===== src/design/ebso_pkg.sv =====
// shared constants, types and register map of the external bus controller
package ebso_pkg;

    // bus widths of the attached device
    localparam int ADDR_W = 24;
    localparam int DATA_W = 32;
    localparam int BE_W   = DATA_W / 8;
    localparam int BYTE_W = 8;

    // optional pin signals; an option that is off leaves its pin idle
    localparam bit OPT_READ    = 1'b1;
    localparam bit OPT_WRITE   = 1'b1;
    localparam bit OPT_BE      = 1'b1;
    localparam bit OPT_CS      = 1'b1;
    localparam bit OPT_LOCK    = 1'b1;
    localparam bit OPT_WAIT    = 1'b1;
    localparam bit OPT_WBE     = 1'b0;
    localparam bit OPT_RSTREQ  = 1'b1;
    localparam bit OPT_IRQ     = 1'b1;
    localparam bit OPT_RSTOUT  = 1'b1;
    localparam bit OPT_BEGIN   = 1'b1;

    // register byte addresses on the apb side
    localparam logic [7:0] REG_ADDR   = 8'h00;
    localparam logic [7:0] REG_WDATA  = 8'h04;
    localparam logic [7:0] REG_BYTEEN = 8'h08;
    localparam logic [7:0] REG_CMD    = 8'h0C;
    localparam logic [7:0] REG_RDATA  = 8'h10;
    localparam logic [7:0] REG_STATUS = 8'h14;
    localparam logic [7:0] REG_CTRL   = 8'h18;

    // field positions
    localparam int CMD_RD_BIT     = 0;
    localparam int CMD_WR_BIT     = 1;
    localparam int CMD_LOCK_BIT   = 2;
    localparam int ST_BUSY_BIT    = 0;
    localparam int ST_LOCKED_BIT  = 1;
    localparam int ST_IRQ_BIT     = 2;
    localparam int ST_RSTREQ_BIT  = 3;
    localparam int CTRL_RST_BIT   = 0;

    // reset values
    localparam logic [ADDR_W-1:0] ADDR_RST  = 24'h00_0000;
    localparam logic [DATA_W-1:0] DATA_RST  = 32'h0000_0000;
    localparam logic [BE_W-1:0]   BE_RST    = 4'hF;

    // transfer sequencer states
    typedef enum logic [1:0] {
        S_IDLE,
        S_REQ,
        S_ACCESS
    } ebso_state_t;

    // everything driven toward the pin sharer, registered as one group
    typedef struct packed {
        logic              request;
        logic [ADDR_W-1:0] address;
        logic              rd;
        logic              wr;
        logic              cs;
        logic [BE_W-1:0]   be;
        logic [BE_W-1:0]   wbe;
        logic              lock;
        logic [DATA_W-1:0] wdata;
        logic              wdata_oe;
        logic              begin_xfer;
        logic              dev_reset;
    } ebso_pin_t;

    localparam ebso_pin_t PIN_RST = '0;

endpackage : ebso_pkg


===== src/design/ebso_pin_stage.sv =====
// output register stage that applies the optional pin gating
`timescale 1ns/1ns
`default_nettype none

module ebso_pin_stage (
    input  wire logic              pclk,
    input  wire logic              presetn,
    input  wire ebso_pkg::ebso_pin_t raw_d,
    output var  ebso_pkg::ebso_pin_t pin_q
);

    ebso_pkg::ebso_pin_t pin_d;

    // gate the raw strobes by the configured options
    always_comb begin
        pin_d     = raw_d;
        pin_d.rd  = raw_d.rd & ebso_pkg::OPT_READ;
        pin_d.wr  = raw_d.wr & ebso_pkg::OPT_WRITE;
        pin_d.cs  = ebso_pkg::OPT_CS & (pin_d.rd | pin_d.wr);
        pin_d.wbe = ebso_pkg::OPT_WBE ? ({ebso_pkg::BE_W{pin_d.wr}} & raw_d.be)
                                      : '0;
        if (ebso_pkg::OPT_WBE) begin
            pin_d.wr = 1'b0;
            pin_d.be = '0;
        end else if (!ebso_pkg::OPT_BE) begin
            pin_d.be = '0;
        end
        pin_d.lock       = raw_d.lock & ebso_pkg::OPT_LOCK;
        pin_d.begin_xfer = raw_d.begin_xfer & ebso_pkg::OPT_BEGIN;
        pin_d.dev_reset  = raw_d.dev_reset & ebso_pkg::OPT_RSTOUT;
        pin_d.wdata_oe   = raw_d.wdata_oe & ebso_pkg::OPT_WRITE;
    end

    // register the pin group
    always_ff @(posedge pclk or negedge presetn) begin
        if (!presetn) begin
            pin_q <= ebso_pkg::PIN_RST;
        end else begin
            pin_q <= pin_d;
        end
    end

endmodule : ebso_pin_stage

`default_nettype wire


===== src/design/ebso_ctrl.sv =====
// apb-controlled external bus controller with optional pin signals
`timescale 1ns/1ns
`default_nettype none

// What this block does
// - each byte-lane enable bit n governs data byte n of the external word.
// - on a write only the enabled bytes are marked, and the device ignores the rest.
// - on a read the byte-lane enables show which lanes of returned data are read.
// - chip select is only ever asserted together with a read or write strobe.
// - a locked sequence keeps the request, and so the grant, across its transactions.
// - lock rises with the first access of a locked sequence and is low on the last.
// - the address pins always carry a byte address.
// - each combined write byte enable bit is write strobe AND its byte-lane enable.
// - with combined write byte enables, separate write and byte-enable pins stay idle.
// - a device interrupt is passed on to the register side.
// - the device reset output is driven on software request.
// - the request and grant handshake is always present on the pin side.
// - read data input goes with the read strobe and write data output with write.
// - begin-transfer is high in the first cycle of every access, wait or not.
module ebso_ctrl (
    input  wire logic                          pclk,
    input  wire logic                          presetn,
    input  wire logic                          psel,
    input  wire logic                          penable,
    input  wire logic                          pwrite,
    input  wire logic [7:0]                    paddr,
    input  wire logic [31:0]                   pwdata,
    output var  logic [31:0]                   prdata,
    output var  logic                          pready,
    output var  logic                          pslverr,
    output var  logic                          tc_request,
    input  wire logic                          tc_grant,
    output var  logic [ebso_pkg::ADDR_W-1:0]   tc_address,
    output var  logic                          tc_read,
    output var  logic                          tc_write,
    output var  logic                          tc_chipselect,
    output var  logic [ebso_pkg::BE_W-1:0]     tc_byteenable,
    output var  logic [ebso_pkg::BE_W-1:0]     tc_writebyteenable,
    output var  logic                          tc_lock,
    output var  logic                          tc_begintransfer,
    input  wire logic [ebso_pkg::DATA_W-1:0]   tc_data_in,
    output var  logic [ebso_pkg::DATA_W-1:0]   tc_data_out,
    output var  logic                          tc_data_oe,
    input  wire logic                          tc_waitrequest,
    input  wire logic                          tc_resetrequest,
    input  wire logic                          tc_irq,
    output var  logic                          tc_reset_out,
    output var  logic                          sys_reset_req,
    output var  logic                          irq
);

    // expand byte-lane enables to a bit mask over the data word
    function automatic logic [ebso_pkg::DATA_W-1:0] lane_mask(
        input logic [ebso_pkg::BE_W-1:0] be
    );
        logic [ebso_pkg::DATA_W-1:0] m;
        m = '0;
        for (int i = 0; i < ebso_pkg::BE_W; i++) begin
            m[i*ebso_pkg::BYTE_W +: ebso_pkg::BYTE_W] = {ebso_pkg::BYTE_W{be[i]}};
        end
        return m;
    endfunction : lane_mask

    // registered state
    ebso_pkg::ebso_state_t       state_q, state_d;
    logic [ebso_pkg::ADDR_W-1:0] addr_q, addr_d;
    logic [ebso_pkg::DATA_W-1:0] wdata_q, wdata_d;
    logic [ebso_pkg::BE_W-1:0]   be_q, be_d;
    logic                        cmd_rd_q, cmd_rd_d;
    logic                        cmd_lock_q, cmd_lock_d;
    logic                        locked_q, locked_d;
    logic [ebso_pkg::DATA_W-1:0] rdata_q, rdata_d;
    logic                        ctrl_rst_q, ctrl_rst_d;
    logic                        rstreq_q, rstreq_d;
    logic                        irq_q, irq_d;
    logic [31:0]                 prdata_q, prdata_d;
    logic                        pready_q, pready_d;
    logic                        pslverr_q, pslverr_d;
    ebso_pkg::ebso_pin_t         raw_d;
    ebso_pkg::ebso_pin_t         pin_q;

    logic                        wr_take;
    logic                        setup;
    logic                        done;

    // bus phase decode
    assign setup   = psel & ~penable;
    assign wr_take = psel & penable & pready_q & pwrite;
    assign done    = (state_q == ebso_pkg::S_ACCESS) &
                     ~(tc_waitrequest & ebso_pkg::OPT_WAIT);

    // next values of registers, sequencer and apb answer
    always_comb begin
        state_d    = state_q;
        addr_d     = addr_q;
        wdata_d    = wdata_q;
        be_d       = be_q;
        cmd_rd_d   = cmd_rd_q;
        cmd_lock_d = cmd_lock_q;
        locked_d   = locked_q;
        rdata_d    = rdata_q;
        ctrl_rst_d = ctrl_rst_q;
        rstreq_d   = tc_resetrequest & ebso_pkg::OPT_RSTREQ;
        irq_d      = tc_irq & ebso_pkg::OPT_IRQ;
        pready_d   = setup;
        pslverr_d  = 1'b0;
        prdata_d   = '0;
        // software writes; transfer fields are frozen while busy
        if (wr_take) begin
            case (paddr)
                ebso_pkg::REG_ADDR: begin
                    if (state_q == ebso_pkg::S_IDLE) begin
                        addr_d = pwdata[ebso_pkg::ADDR_W-1:0];
                    end
                end
                ebso_pkg::REG_WDATA: begin
                    if (state_q == ebso_pkg::S_IDLE) begin
                        wdata_d = pwdata;
                    end
                end
                ebso_pkg::REG_BYTEEN: begin
                    if (state_q == ebso_pkg::S_IDLE) begin
                        be_d = pwdata[ebso_pkg::BE_W-1:0];
                    end
                end
                ebso_pkg::REG_CMD: begin
                    if (state_q == ebso_pkg::S_IDLE &&
                        (pwdata[ebso_pkg::CMD_RD_BIT] || pwdata[ebso_pkg::CMD_WR_BIT])) begin
                        state_d    = ebso_pkg::S_REQ;
                        cmd_rd_d   = pwdata[ebso_pkg::CMD_RD_BIT];
                        cmd_lock_d = pwdata[ebso_pkg::CMD_LOCK_BIT] & ebso_pkg::OPT_LOCK;
                    end
                end
                ebso_pkg::REG_CTRL: begin
                    ctrl_rst_d = pwdata[ebso_pkg::CTRL_RST_BIT];
                end
                default: begin
                end
            endcase
        end
        // transfer sequencer
        case (state_q)
            ebso_pkg::S_IDLE: begin
            end
            ebso_pkg::S_REQ: begin
                if (tc_grant) begin
                    state_d = ebso_pkg::S_ACCESS;
                end
            end
            ebso_pkg::S_ACCESS: begin
                if (done) begin
                    state_d  = ebso_pkg::S_IDLE;
                    locked_d = cmd_lock_q;
                    if (cmd_rd_q) begin
                        rdata_d = tc_data_in & lane_mask(be_q);
                    end
                end
            end
            default: begin
                state_d = ebso_pkg::S_IDLE;
            end
        endcase
        // apb read data and error, prepared in the setup cycle
        if (setup) begin
            case (paddr)
                ebso_pkg::REG_ADDR:   prdata_d[ebso_pkg::ADDR_W-1:0] = addr_q;
                ebso_pkg::REG_WDATA:  prdata_d = wdata_q;
                ebso_pkg::REG_BYTEEN: prdata_d[ebso_pkg::BE_W-1:0] = be_q;
                ebso_pkg::REG_CMD: begin
                    prdata_d[ebso_pkg::CMD_RD_BIT]   = cmd_rd_q;
                    prdata_d[ebso_pkg::CMD_WR_BIT]   = ~cmd_rd_q;
                    prdata_d[ebso_pkg::CMD_LOCK_BIT] = cmd_lock_q;
                end
                ebso_pkg::REG_RDATA:  prdata_d = rdata_q;
                ebso_pkg::REG_STATUS: begin
                    prdata_d[ebso_pkg::ST_BUSY_BIT]   = (state_q != ebso_pkg::S_IDLE);
                    prdata_d[ebso_pkg::ST_LOCKED_BIT] = locked_q;
                    prdata_d[ebso_pkg::ST_IRQ_BIT]    = irq_q;
                    prdata_d[ebso_pkg::ST_RSTREQ_BIT] = rstreq_q;
                end
                ebso_pkg::REG_CTRL:   prdata_d[ebso_pkg::CTRL_RST_BIT] = ctrl_rst_q;
                default:              pslverr_d = 1'b1;
            endcase
        end
    end

    // register all of the above
    always_ff @(posedge pclk or negedge presetn) begin
        if (!presetn) begin
            state_q    <= ebso_pkg::S_IDLE;
            addr_q     <= ebso_pkg::ADDR_RST;
            wdata_q    <= ebso_pkg::DATA_RST;
            be_q       <= ebso_pkg::BE_RST;
            cmd_rd_q   <= 1'b0;
            cmd_lock_q <= 1'b0;
            locked_q   <= 1'b0;
            rdata_q    <= ebso_pkg::DATA_RST;
            ctrl_rst_q <= 1'b0;
            rstreq_q   <= 1'b0;
            irq_q      <= 1'b0;
            prdata_q   <= '0;
            pready_q   <= 1'b0;
            pslverr_q  <= 1'b0;
        end else begin
            state_q    <= state_d;
            addr_q     <= addr_d;
            wdata_q    <= wdata_d;
            be_q       <= be_d;
            cmd_rd_q   <= cmd_rd_d;
            cmd_lock_q <= cmd_lock_d;
            locked_q   <= locked_d;
            rdata_q    <= rdata_d;
            ctrl_rst_q <= ctrl_rst_d;
            rstreq_q   <= rstreq_d;
            irq_q      <= irq_d;
            prdata_q   <= prdata_d;
            pready_q   <= pready_d;
            pslverr_q  <= pslverr_d;
        end
    end

    // raw pin values, aligned with the sequencer's next state
    always_comb begin
        raw_d            = ebso_pkg::PIN_RST;
        raw_d.request    = (state_d != ebso_pkg::S_IDLE) | locked_d;
        raw_d.address    = addr_d;
        raw_d.rd         = (state_d == ebso_pkg::S_ACCESS) & cmd_rd_d;
        raw_d.wr         = (state_d == ebso_pkg::S_ACCESS) & ~cmd_rd_d;
        raw_d.be         = be_d;
        raw_d.lock       = (state_d == ebso_pkg::S_ACCESS) & cmd_lock_d;
        raw_d.wdata      = wdata_d & lane_mask(be_d);
        raw_d.wdata_oe   = raw_d.wr;
        raw_d.begin_xfer = (state_d == ebso_pkg::S_ACCESS) &
                           (state_q != ebso_pkg::S_ACCESS);
        raw_d.dev_reset  = ctrl_rst_d;
    end

    ebso_pin_stage u_pin_stage (
        .pclk    (pclk),
        .presetn (presetn),
        .raw_d   (raw_d),
        .pin_q   (pin_q)
    );

    // top outputs, all taken from flip-flops
    assign prdata             = prdata_q;
    assign pready             = pready_q;
    assign pslverr            = pslverr_q;
    assign tc_request         = pin_q.request;
    assign tc_address         = pin_q.address;
    assign tc_read            = pin_q.rd;
    assign tc_write           = pin_q.wr;
    assign tc_chipselect      = pin_q.cs;
    assign tc_byteenable      = pin_q.be;
    assign tc_writebyteenable = pin_q.wbe;
    assign tc_lock            = pin_q.lock;
    assign tc_begintransfer   = pin_q.begin_xfer;
    assign tc_data_out        = pin_q.wdata;
    assign tc_data_oe         = pin_q.wdata_oe;
    assign tc_reset_out       = pin_q.dev_reset;
    assign sys_reset_req      = rstreq_q;
    assign irq                = irq_q;

    // checks on the pin side behaviour
    AST_CS_WITH_STROBE: assert property (@(posedge pclk) disable iff (!presetn)
        tc_chipselect |-> (tc_read || tc_write || tc_writebyteenable != '0))
        else $error("chip select without a strobe");
    AST_WBE_AND: assert property (@(posedge pclk) disable iff (!presetn)
        tc_writebyteenable == ({ebso_pkg::BE_W{ebso_pkg::OPT_WBE &&
            state_q == ebso_pkg::S_ACCESS && !cmd_rd_q}} & be_q))
        else $error("write byte enables differ from lane enables");
    AST_BEGIN_FIRST: assert property (@(posedge pclk) disable iff (!presetn)
        $rose(state_q == ebso_pkg::S_ACCESS) |-> tc_begintransfer ##1 !tc_begintransfer)
        else $error("begin-transfer not a single first-cycle pulse");
    AST_HOLD_ON_WAIT: assert property (@(posedge pclk) disable iff (!presetn)
        (tc_read && tc_waitrequest) |=> tc_read && $stable(tc_address))
        else $error("read dropped while device waits");
    AST_LOCK_FIRST: assert property (@(posedge pclk) disable iff (!presetn)
        ($rose(tc_read || tc_write) && cmd_lock_q) |-> tc_lock)
        else $error("lock missing on first locked access");
    AST_LOCK_LAST: assert property (@(posedge pclk) disable iff (!presetn)
        ((tc_read || tc_write) && !cmd_lock_q) |-> !tc_lock)
        else $error("lock high on final access");
    AST_REQ_HELD: assert property (@(posedge pclk) disable iff (!presetn)
        (locked_q || tc_read || tc_write) |-> tc_request)
        else $error("request dropped during access or lock");
    AST_ADDR_BYTE: assert property (@(posedge pclk) disable iff (!presetn)
        (tc_read || tc_write) |-> (tc_address == addr_q && tc_byteenable == be_q))
        else $error("address or lanes differ from programmed values");
    AST_RDATA_LANES: assert property (@(posedge pclk) disable iff (!presetn)
        (tc_read && done) |=> rdata_q == ($past(tc_data_in) & lane_mask(be_q)))
        else $error("read data lanes not masked");
    AST_RST_FWD: assert property (@(posedge pclk) disable iff (!presetn)
        tc_resetrequest |=> sys_reset_req)
        else $error("reset request not forwarded");
    AST_IRQ_FWD: assert property (@(posedge pclk) disable iff (!presetn)
        tc_irq |=> irq)
        else $error("interrupt not forwarded");
    AST_RST_OUT: assert property (@(posedge pclk) disable iff (!presetn)
        tc_reset_out == ctrl_rst_q)
        else $error("device reset not driven");

endmodule : ebso_ctrl

`default_nettype wire


===== config.mk =====
export PLATFORM = sky130hd
export DESIGN_NAME = ebso_ctrl
export DESIGN_NICKNAME = d
export VERILOG_FILES = /design/src/design/ebso_pkg.sv /design/src/design/ebso_pin_stage.sv /design/src/design/ebso_ctrl.sv
export SDC_FILE = /design/constraint.sdc
export NUM_CORES = 1
export LEC_CHECK = 0
export ABC_AREA = 1
export BUFFER_PORTS_ARGS = -buffer_cell sky130_fd_sc_hd__buf_4
export CORE_MARGIN = 2
export CORE_UTILIZATION = 44
export DETAILED_ROUTE_END_ITERATION = 8
export GPL_TIMING_DRIVEN = 0
export HOLD_SLACK_MARGIN = 0.02
export PLACE_DENSITY = 0.63
export SLEW_MARGIN = 20
export SYNTH_ARGS = -nofsm -noshare
export SYNTH_HDL_FRONTEND = slang
export SYNTH_HIERARCHICAL = 1
export SYNTH_SLANG_ARGS = --single-unit

===== constraint.sdc =====
create_clock -name pclk -period 3.8 [get_ports pclk]
set_input_delay 0 -clock pclk [delete_from_list [all_inputs] [get_ports pclk]]
set_output_delay 0 -clock pclk [all_outputs]
set_load 0.05 [all_outputs]

## Yosys cells after proc, flatten, opt, wreduce, memory -nomap -nowiden

Index checks and enable logic that the tools add are counted.

| cells by class | value |
|---|---|
| reductions and logical operators | 10 |
| eq/ne operators | 10 |
| muxes and demuxes | 28 |
| bitwise gates (word level) | 17 |

Operators by type and width:

| cell | number |
|---|---|
| 32-bit two-way mux | 4 |
| 32-bit bitwise AND | 2 |
| 20-bit case mux with 3 select lines | 1 |
| 8-bit by 5-bit equality test with 1-bit output, second input constant | 3 |
| 8-bit by 4-bit equality test with 1-bit output, second input constant | 2 |
| 8-bit case mux with 2 select lines | 1 |
| 4-bit two-way mux | 3 |
| 2-bit case mux with 6 select lines | 1 |
| 1-bit two-way mux | 10 |
| 2-bit two-way mux | 5 |
| 1-bit bitwise AND | 9 |
| 8-bit by 3-bit equality test with 1-bit output, second input constant | 1 |
| 8-bit zero test | 1 |
| 1-bit case mux with 7 select lines | 1 |
| 7-bit OR reduction | 1 |
| 2-bit case mux with 3 select lines | 1 |
| 3-bit AND reduction | 2 |
| 1-bit case mux with 5 select lines | 1 |
| 2-bit equality test, second input constant | 2 |
| 1-bit NOT | 4 |
| 2-bit nonzero test | 2 |
| 2-bit by 1-bit equality test with 1-bit output, second input constant | 1 |
| 2-bit zero test | 1 |
| 2-bit != test, second input constant | 1 |
| 4 further kinds | 5 |

| storage, ports and cells | value |
|---|---|
| word-level logic and storage cells | 87 |
| register bits after elaboration | 176 |
| output and inout port bits | 108 |
| input bits | 81 |

## Depth between registers and ports, before layout

Gate-level depths: netlist of run 1.

| logic depth | value |
|---|---|
| word-level depth | 10 |
| mapped depth | 11 |

## Hierarchy

Netlist of run 1, hierarchy kept.

Modules (own cells, without submodules):

| module | sequential area each (µm²) | cells each | area each (µm²) | times used |
|---|---|---|---|---|
| ebso_ctrl | 3358.2 | 803 | 6403.6 | 1 |
| ebso_pin_stage | 1701.6 | 76 | 1746.7 | 1 |

## Worst setup path before layout of run 1

No wires, ideal clock.

| timing | value |
|---|---|
| path kind | register -> register |
| start | register pready_q (netlist: pready) |
| end | register, netlist name u_pin_stage/pin_q[4] |
| setup slack | 2.103 ns |
| data required time | 3.671 ns |
| stages on the path, launching flop included | 7 |
| arrival | 1.567 ns |
| buffers on the path | 1 |
| period minus slack after synthesis | 1.697 ns |
| cells stage by stage | dfrtp_1 -> nand4_2 -> nor2_4 -> buf_6 -> nand2_4 -> o21ai_0 -> nor2_1 |

RTL lines:

| element | RTL line | source |
|---|---|---|
| start: declaration | ebso_ctrl.sv:77 | `logic pready_q, pready_d;` |
| start signal: assignment | ebso_ctrl.sv:217 | `pready_q <= pready_d;` |

## Worst setup path in the final report of run 1

| timing | value |
|---|---|
| start | register pready_q (netlist: pready) |
| end | register addr_q[6] in the netlist's numbering |

| between the ends | value |
|---|---|
| word-level cells in the longest chain between the ends | 3 |

Ends and longest elaborated chain:

| element | RTL line | source |
|---|---|---|
| 1-bit bitwise AND (2 in series) | ebso_ctrl.sv:88 | `assign wr_take = psel & penable & pready_q & pwrite;` |
| 3-bit AND reduction (no line) | - |  |
| end signal: assignment | ebso_ctrl.sv:191 | `addr_q <= ebso_pkg::ADDR_RST;` |
| end signal: assignment | ebso_ctrl.sv:206 | `addr_q <= addr_d;` |
| end: declaration | ebso_ctrl.sv:66 | `logic [ebso_pkg::ADDR_W-1:0] addr_q, addr_d;` |

No other way between the ends.
A chain may end at the register's enable or synchronous reset.

==> results of run 1 <==
-- stage by stage --
stage	std cells	hold WS (ps)	area [µm²]
detailed placement	1296	-162	9890
floorplan	881	-296	8160
global placement	1294	110	9830
finish	1408	24.6	11400
CTS	1408	20.0	11400
global route	1408	68.3	11400
-- cell type report --
cell class / count / area, µm²
fillers: 1562 / 6690
flip-flops and latches: 202 / 5060
multi-input cells: 541 / 2480
repair buffers: 258 / 2160
clock buffers: 33 / 653
inverters: 93 / 354
well taps: 229 / 287
plain buffers: 45 / 267
clock inverters: 7 / 135
-- power breakdown --
part | internal [mW] | total, mW | switching (mW)
clock | 1.46 | 2.30 | 0.846
sequential | 2.16 | 2.17 | 0.00547
combinational | 0.127 | 0.270 | 0.143
total | 3.75 | 4.74 | 0.995
-- critical path: stages, from the launching register on --
cell and delay, ps:
dfrtp_1 380, nand4_2 250, nor2_4 220, inv_1 180, clkbuf_1 290, o21ai_0 260, nand2_1 100
-- flip-flops by register name, indices dropped and copies added (netlist names), 2 cells and up --
signal and flops:
wdata_q 32, prdata 32, rdata_q 32, be_q 4
addr_q 24, state_q 2, u_pin_stage/pin_q 68
-- worst max-delay path by stage --
| stage | startpoint | end | slack [ps] | cells after the start |
|---|---|---|---|---|
| after CTS | pready | addr_q[6] | 1980 | 6 |
| after detailed placement | pready | u_pin_stage/pin_q[64] | 2020 | 6 |
| after global routing | pready | addr_q[19] | 1850 | 6 |
| after global placement | presetn | u_pin_stage/pin_q[29] | 1320 | 1 |
| final | pready | addr_q[6] | 1990 | 6 |
| after floorplan | pready | u_pin_stage/pin_q[4] | 2100 | 6 |
-- routing by layer --
| metal | routed length (µm) | share of wire [%] | vias up |
|---|---|---|---|
| met5 | 0 | 0 | - |
| met2 | 11000 | 48 | 202 |
| met3 | 1310 | 5.8 | 35 |
| met4 | 454 | 2.0 | 0 |
| li1 | - | - | 3312 |
| met1 | 10000 | 44 | 3232 |
-- repair_timing --
item | in CTS | in global routing
gates resized for setup | 0 | 0
hold buffers | 72 | 0
endpoints found under the hold margin | 371 | 0
-- cell usage in the layout (no fill, tap or decap), types with 3 or more instances in the layout --
cell type	instances
a21oi_1	11
buf_1	3
buf_2	9
buf_4	194
buf_6	6
bufinv_16	4
clkbuf_1	22
clkbuf_16	23
clkbuf_8	4
clkinv_2	3
conb_1	4
dfrtp_1	198
dfstp_2	4
dlygate4sd3_1	72
inv_1	87
inv_2	4
nand2_1	265
nand2_2	30
nand2_4	3
nand3_1	113
nor2_1	29
nor2_2	3
nor2_4	4
o21ai_0	68
o21ai_2	3
o21ai_4	3
==> impl_metrics.csv, run 1 <==
group,metric,value,unit
detailed_routing,ant_nets,0,
timing,grt_setup_unrepaired,"no",
timing,period_needed,1810,ps
floorplanning,die_h,140,µm
clock_tree,clkTransAtPathRegs,60,ps
timing,timing.final.ws_setup,1990,ps
finish,fin_util,63.0,%
critical_path,path_max_fanout,10,
outcome,violations,"DRC",
grt,gr-usage-met3,3.79,%
min_path,hold_depth,6,
clock_tree,cts.sinks,202,
floorplanning,ios,189,
placement,gp_congestion,0.925,
floorplanning,core_area,18100,µm²
placement,dp_hpwl,15.5,mm
clock_tree,cts-buffers-inserted,22,
timing,finClkSkew,8.39,ps
clock_tree,tritoncts,"yes",
min_path,hp-class,"input pin to flop",
critical_path,worst_r2r_path_depth,6,
pwr,p_leak,6.49,nW
finish,nets,1244,
pwr,power,4.74,mW
logic_synthesis,avgSynthCellArea,9.28,µm²
detailed_routing,drc,11,
clock_tree,clk_latency,500,ps
critical_path,worst-r2r-setup-slack,1990,ps
pwr,p_per_area,416,nW/µm²
timing,setup_viol,0,
timing,tightestPinTransition,704,ps
outcome,status,"finished, violations left",
detailed_routing,drt_first_iter_violations,381,
finish,diodes,0,
grt,met1_usage,31.7,%
floorplanning,die_x,140,µm
clock_tree,htree_levels,1,
clock_tree,cts-root-buf,"clkbuf_16",
critical_path,arrival,2180,ps
critical_path,cp.required,4170,ps
grt,antenna_found_initial,0,
timing,fin_tns_setup,0,ps
detailed_routing,wl,22.8,mm
floorplanning,initial_utilization,45.0,%
timing,relSlewSlack,53.1,%
grt,grtUsageTotal,23.2,%
placement,pre_cts_slack,2020,ps
critical_path,r2r_start,"pready",
critical_path,cp-start-kind,"flop",
grt,grt_first_pass_wirelength,36.0,mm
detailed_routing,vias_per_cell,4.82,
detailed_routing,wl_per_cell,16.2,µm
grt,grt_overflow,0,
floorplanning,dieArea,19600,µm²
clock_tree,clk_path_buf_depth,3,
job,maxCapViolations,0,
critical_path,timing.rr.end,"addr_q[6]",
timing,final_hold_viol_count,0,
grt,grt_pass1_vias,6865,
logic_synthesis,synth.yosys.warnings,6,
logic_synthesis,syn_inst,878,
placement,io_buffers,184,
critical_path,crit_type,"flop to flop",
finish,drive_above_1_share,25.7,%
detailed_routing,vias,6781,
floorplanning,rows,49,
grt,grt_use_met2,39.3,%
detailed_routing,first_pass_iters,9,
clock_tree,cts_setup_buffers,0,
finish,syn2layout_area_growth,39.9,%
grt,grt_max_degree,99,
grt,grt-busiest-layer,"met2",
min_path,hold_end,"be_q[3]",
min_path,hp-start,"paddr[0]",
timing,period_share,47.7,%
logic_synthesis,syn-cell-area,8150,µm²
timing,fmax,552,MHz
timing,slew_viol_final,0,
pwr,vdd_drop_max,312,µV
critical_path,end_kind,"flop",
Note: power is estimated with default switching activity, not from simulation.
==> inputs of run 2 (changes only) <==
==> constraint.sdc (replaced) <==
create_clock -name pclk -period 1.7 [get_ports pclk]
set_input_delay 0 -clock pclk [delete_from_list [all_inputs] [get_ports pclk]]
set_output_delay 0 -clock pclk [all_outputs]
set_load 0.05 [all_outputs]
==> run 2 against run 1 <==
Net effect: the run still ends with DRC left; design area is 0.82% higher; via count is 0.81% higher; count of clock-buffer cells in the layout stayed put; sequential share of layout area is 0.36 points lower; fmax is 12% higher; total power is 120% higher; critical path depth stayed put; sequential power is 120% higher; first-iteration DRC count is 4.5% higher; sequential cell count stayed put; clock power is 120% higher; critical path type unchanged; critical endpoint unchanged; largest power group unchanged.
==> impl_metrics.csv, run 2 (synthesis results as in run 1) <==
group,metric,value,unit
timing,finClkSkew,8.87,ps
outcome,status,"finished, violations left",
finish,nets,1248,
finish,final_cell_mix,"264 x nand2_1, 198 x dfrtp_1, 195 x buf_4",
clock_tree,cts.sinks,202,
clock_tree,cts-root-buf,"clkbuf_16",
placement,pre_cts_slack,-77.5,ps
outcome,violations,"DRC",
floorplanning,core_area,18100,µm²
finish,syn2layout_area_growth,41.1,%
detailed_routing,wl_per_cell,16.2,µm
critical_path,cp.required,2080,ps
timing,final_hold_viol_count,0,
detailed_routing,drt_first_iter_violations,398,
floorplanning,die_h,140,µm
clock_tree,htree_levels,1,
detailed_routing,wl,22.9,mm
finish,layout_commonest_cell,"nand2_1",
timing,timing.final.ws_setup,83.6,ps
clock_tree,clk_path_buf_depth,3,
floorplanning,die_x,140,µm
finish,fillers,1554,
placement,io_buffers,184,
timing,fmax,619,MHz
pwr,swShare,21.1,%
placement,dp_hpwl,15.5,mm
min_path,hold_depth,5,
timing,setup_viol,0,
detailed_routing,drc,11,
grt,grtUsageTotal,23.3,%
pwr,pwr-share-comb,5.7,%
finish,top_register,"u_pin_stage/pin_q",
detailed_routing,first_pass_iters,7,
floorplanning,initial_utilization,45.0,%
detailed_routing,vias,6836,
critical_path,path_max_fanout,10,
finish,fin_cells,1412,
timing,grt_setup_unrepaired,"yes",
pwr,p_leak,6.52,nW
pwr,vdd_drop_max,700,µV
finish,largest_reg_flops,68,
floorplanning,rows,49,
min_path,hp-start,"pwrite",
clock_tree,tritoncts,"yes",
floorplanning,ios,189,
placement,numPlacedInstances,1296,
finish,diodes,0,
clock_tree,clkTransAtPathRegs,60,ps
timing,period_share,95.1,%
detailed_routing,vias_per_cell,4.84,
grt,grt_max_degree,99,
finish,multi_input_area,2500,µm²
timing,tightestPinTransition,711,ps
critical_path,crit_type,"flop to flop",
floorplanning,dieArea,19600,µm²
pwr,p_per_area,924,nW/µm²
timing,slew_viol_final,0,
timing,period_needed,1620,ps
job,maxCapViolations,0,
clock_tree,cts-buffers-inserted,22,
critical_path,startpoint,"pready",
grt,grt_first_pass_wirelength,36.2,mm
pwr,seqPwrFrac,45.7,%
clock_tree,clk_latency,500,ps
pwr,p_clk_share,48.6,%
critical_path,arrival,1990,ps
grt,grt_overflow,0,
pwr,p_int,8.38,mW
critical_path,cp-start-kind,"flop",
finish,seq_area,5060,µm²
pwr,power_switching,2.24,mW
critical_path,r2r_start,"pready",
detailed_routing,ant_nets,0,
placement,gp_congestion,0.925,
critical_path,end_kind,"flop",
finish,drive_above_1_share,26.2,%
grt,antenna_found_initial,0,
grt,grt_pass1_vias,6892,
min_path,hp-class,"input pin to flop",
critical_path,worst_r2r_path_depth,6,
timing,relSlewSlack,52.6,%
==> run 2: changes by cell type in the layout (fill, tap and decap cells not counted), sizes merged <==
cell / previous run / this run
clkbuf: 49 / 47
buf: 215 / 221
==> run 2: path summary, 6_finish.rpt <==
check / slack (ps) / end
max in group asynchronous: 550 / u_pin_stage/pin_q[44]
setup / recovery: 80 / addr_q[6]
hold reg to reg: 500 / wdata_q[11]
setup reg to reg: 80 / addr_q[6]
hold / removal: 30 / cmd_rd_q
min in group asynchronous: 100 / addr_q[9]
==> run 2: critical path, cell delays in order (launching register included) <==
cell	delay [ps]
dfrtp_1	400
nand4_4	180
nor2_4	180
inv_1	180
buf_2	240
o21ai_0	210
nand2_1	100
==> run 2: repair_timing <==
item                                    in CTS  in global routing
pin swaps                                    1                  2
setup buffers                                1                  3
hold buffers                                72                  0
endpoints found under the setup margin      51                 74
endpoints found under the hold margin      371                  0
gates resized for setup                      3                  5
==> run 2: power by group through the flow <==
stage | Clock [mW] | Combinational (mW) | Sequential (mW)
CTS | 5.25 | 0.614 | 4.84
floorplan | 0 | 0.101 | 4.97
detailed placement | 0 | 0.476 | 4.93
finish | 5.16 | 0.609 | 4.85
global route | 5.44 | 0.664 | 4.84
global placement | 0 | 0.457 | 4.93
==> run 2: area by class of cell <==
cell class	count	share of cell area [%]
tap	229	2.49
clock buffer	33	5.68
buffer	45	2.34
sequential	202	44.0
timing repair buffer	262	19.4
inverter	93	3.08
multi-input combinational	541	21.8
clock inverter	7	1.18
==> run 2: layer usage <==
layer,part of all wire (%),vias to the layer above,wire [µm],global-route usage (%)
met3,5.8,37,1330,3.76
met5,0,-,0,0
met4,2.1,0,476,5.74
met2,48,215,11000,39.4
met1,44,3270,10000,31.8
li1,-,3314,-,-
==> run 2: stage by stage <==
step	utilization (%)	power [mW]	TNS, ps	instance area (µm²)	hold WS, ps
global placement	54.3	5.39	-153010	9830	110
floorplan	-	5.07	0	8160	-296
finish	63.5	10.6	0	11500	33.0
CTS	63.2	10.7	0	11400	20.0
detailed placement	54.7	5.41	-2350	9890	-162
global route	63.5	10.9	-252	11500	47.2
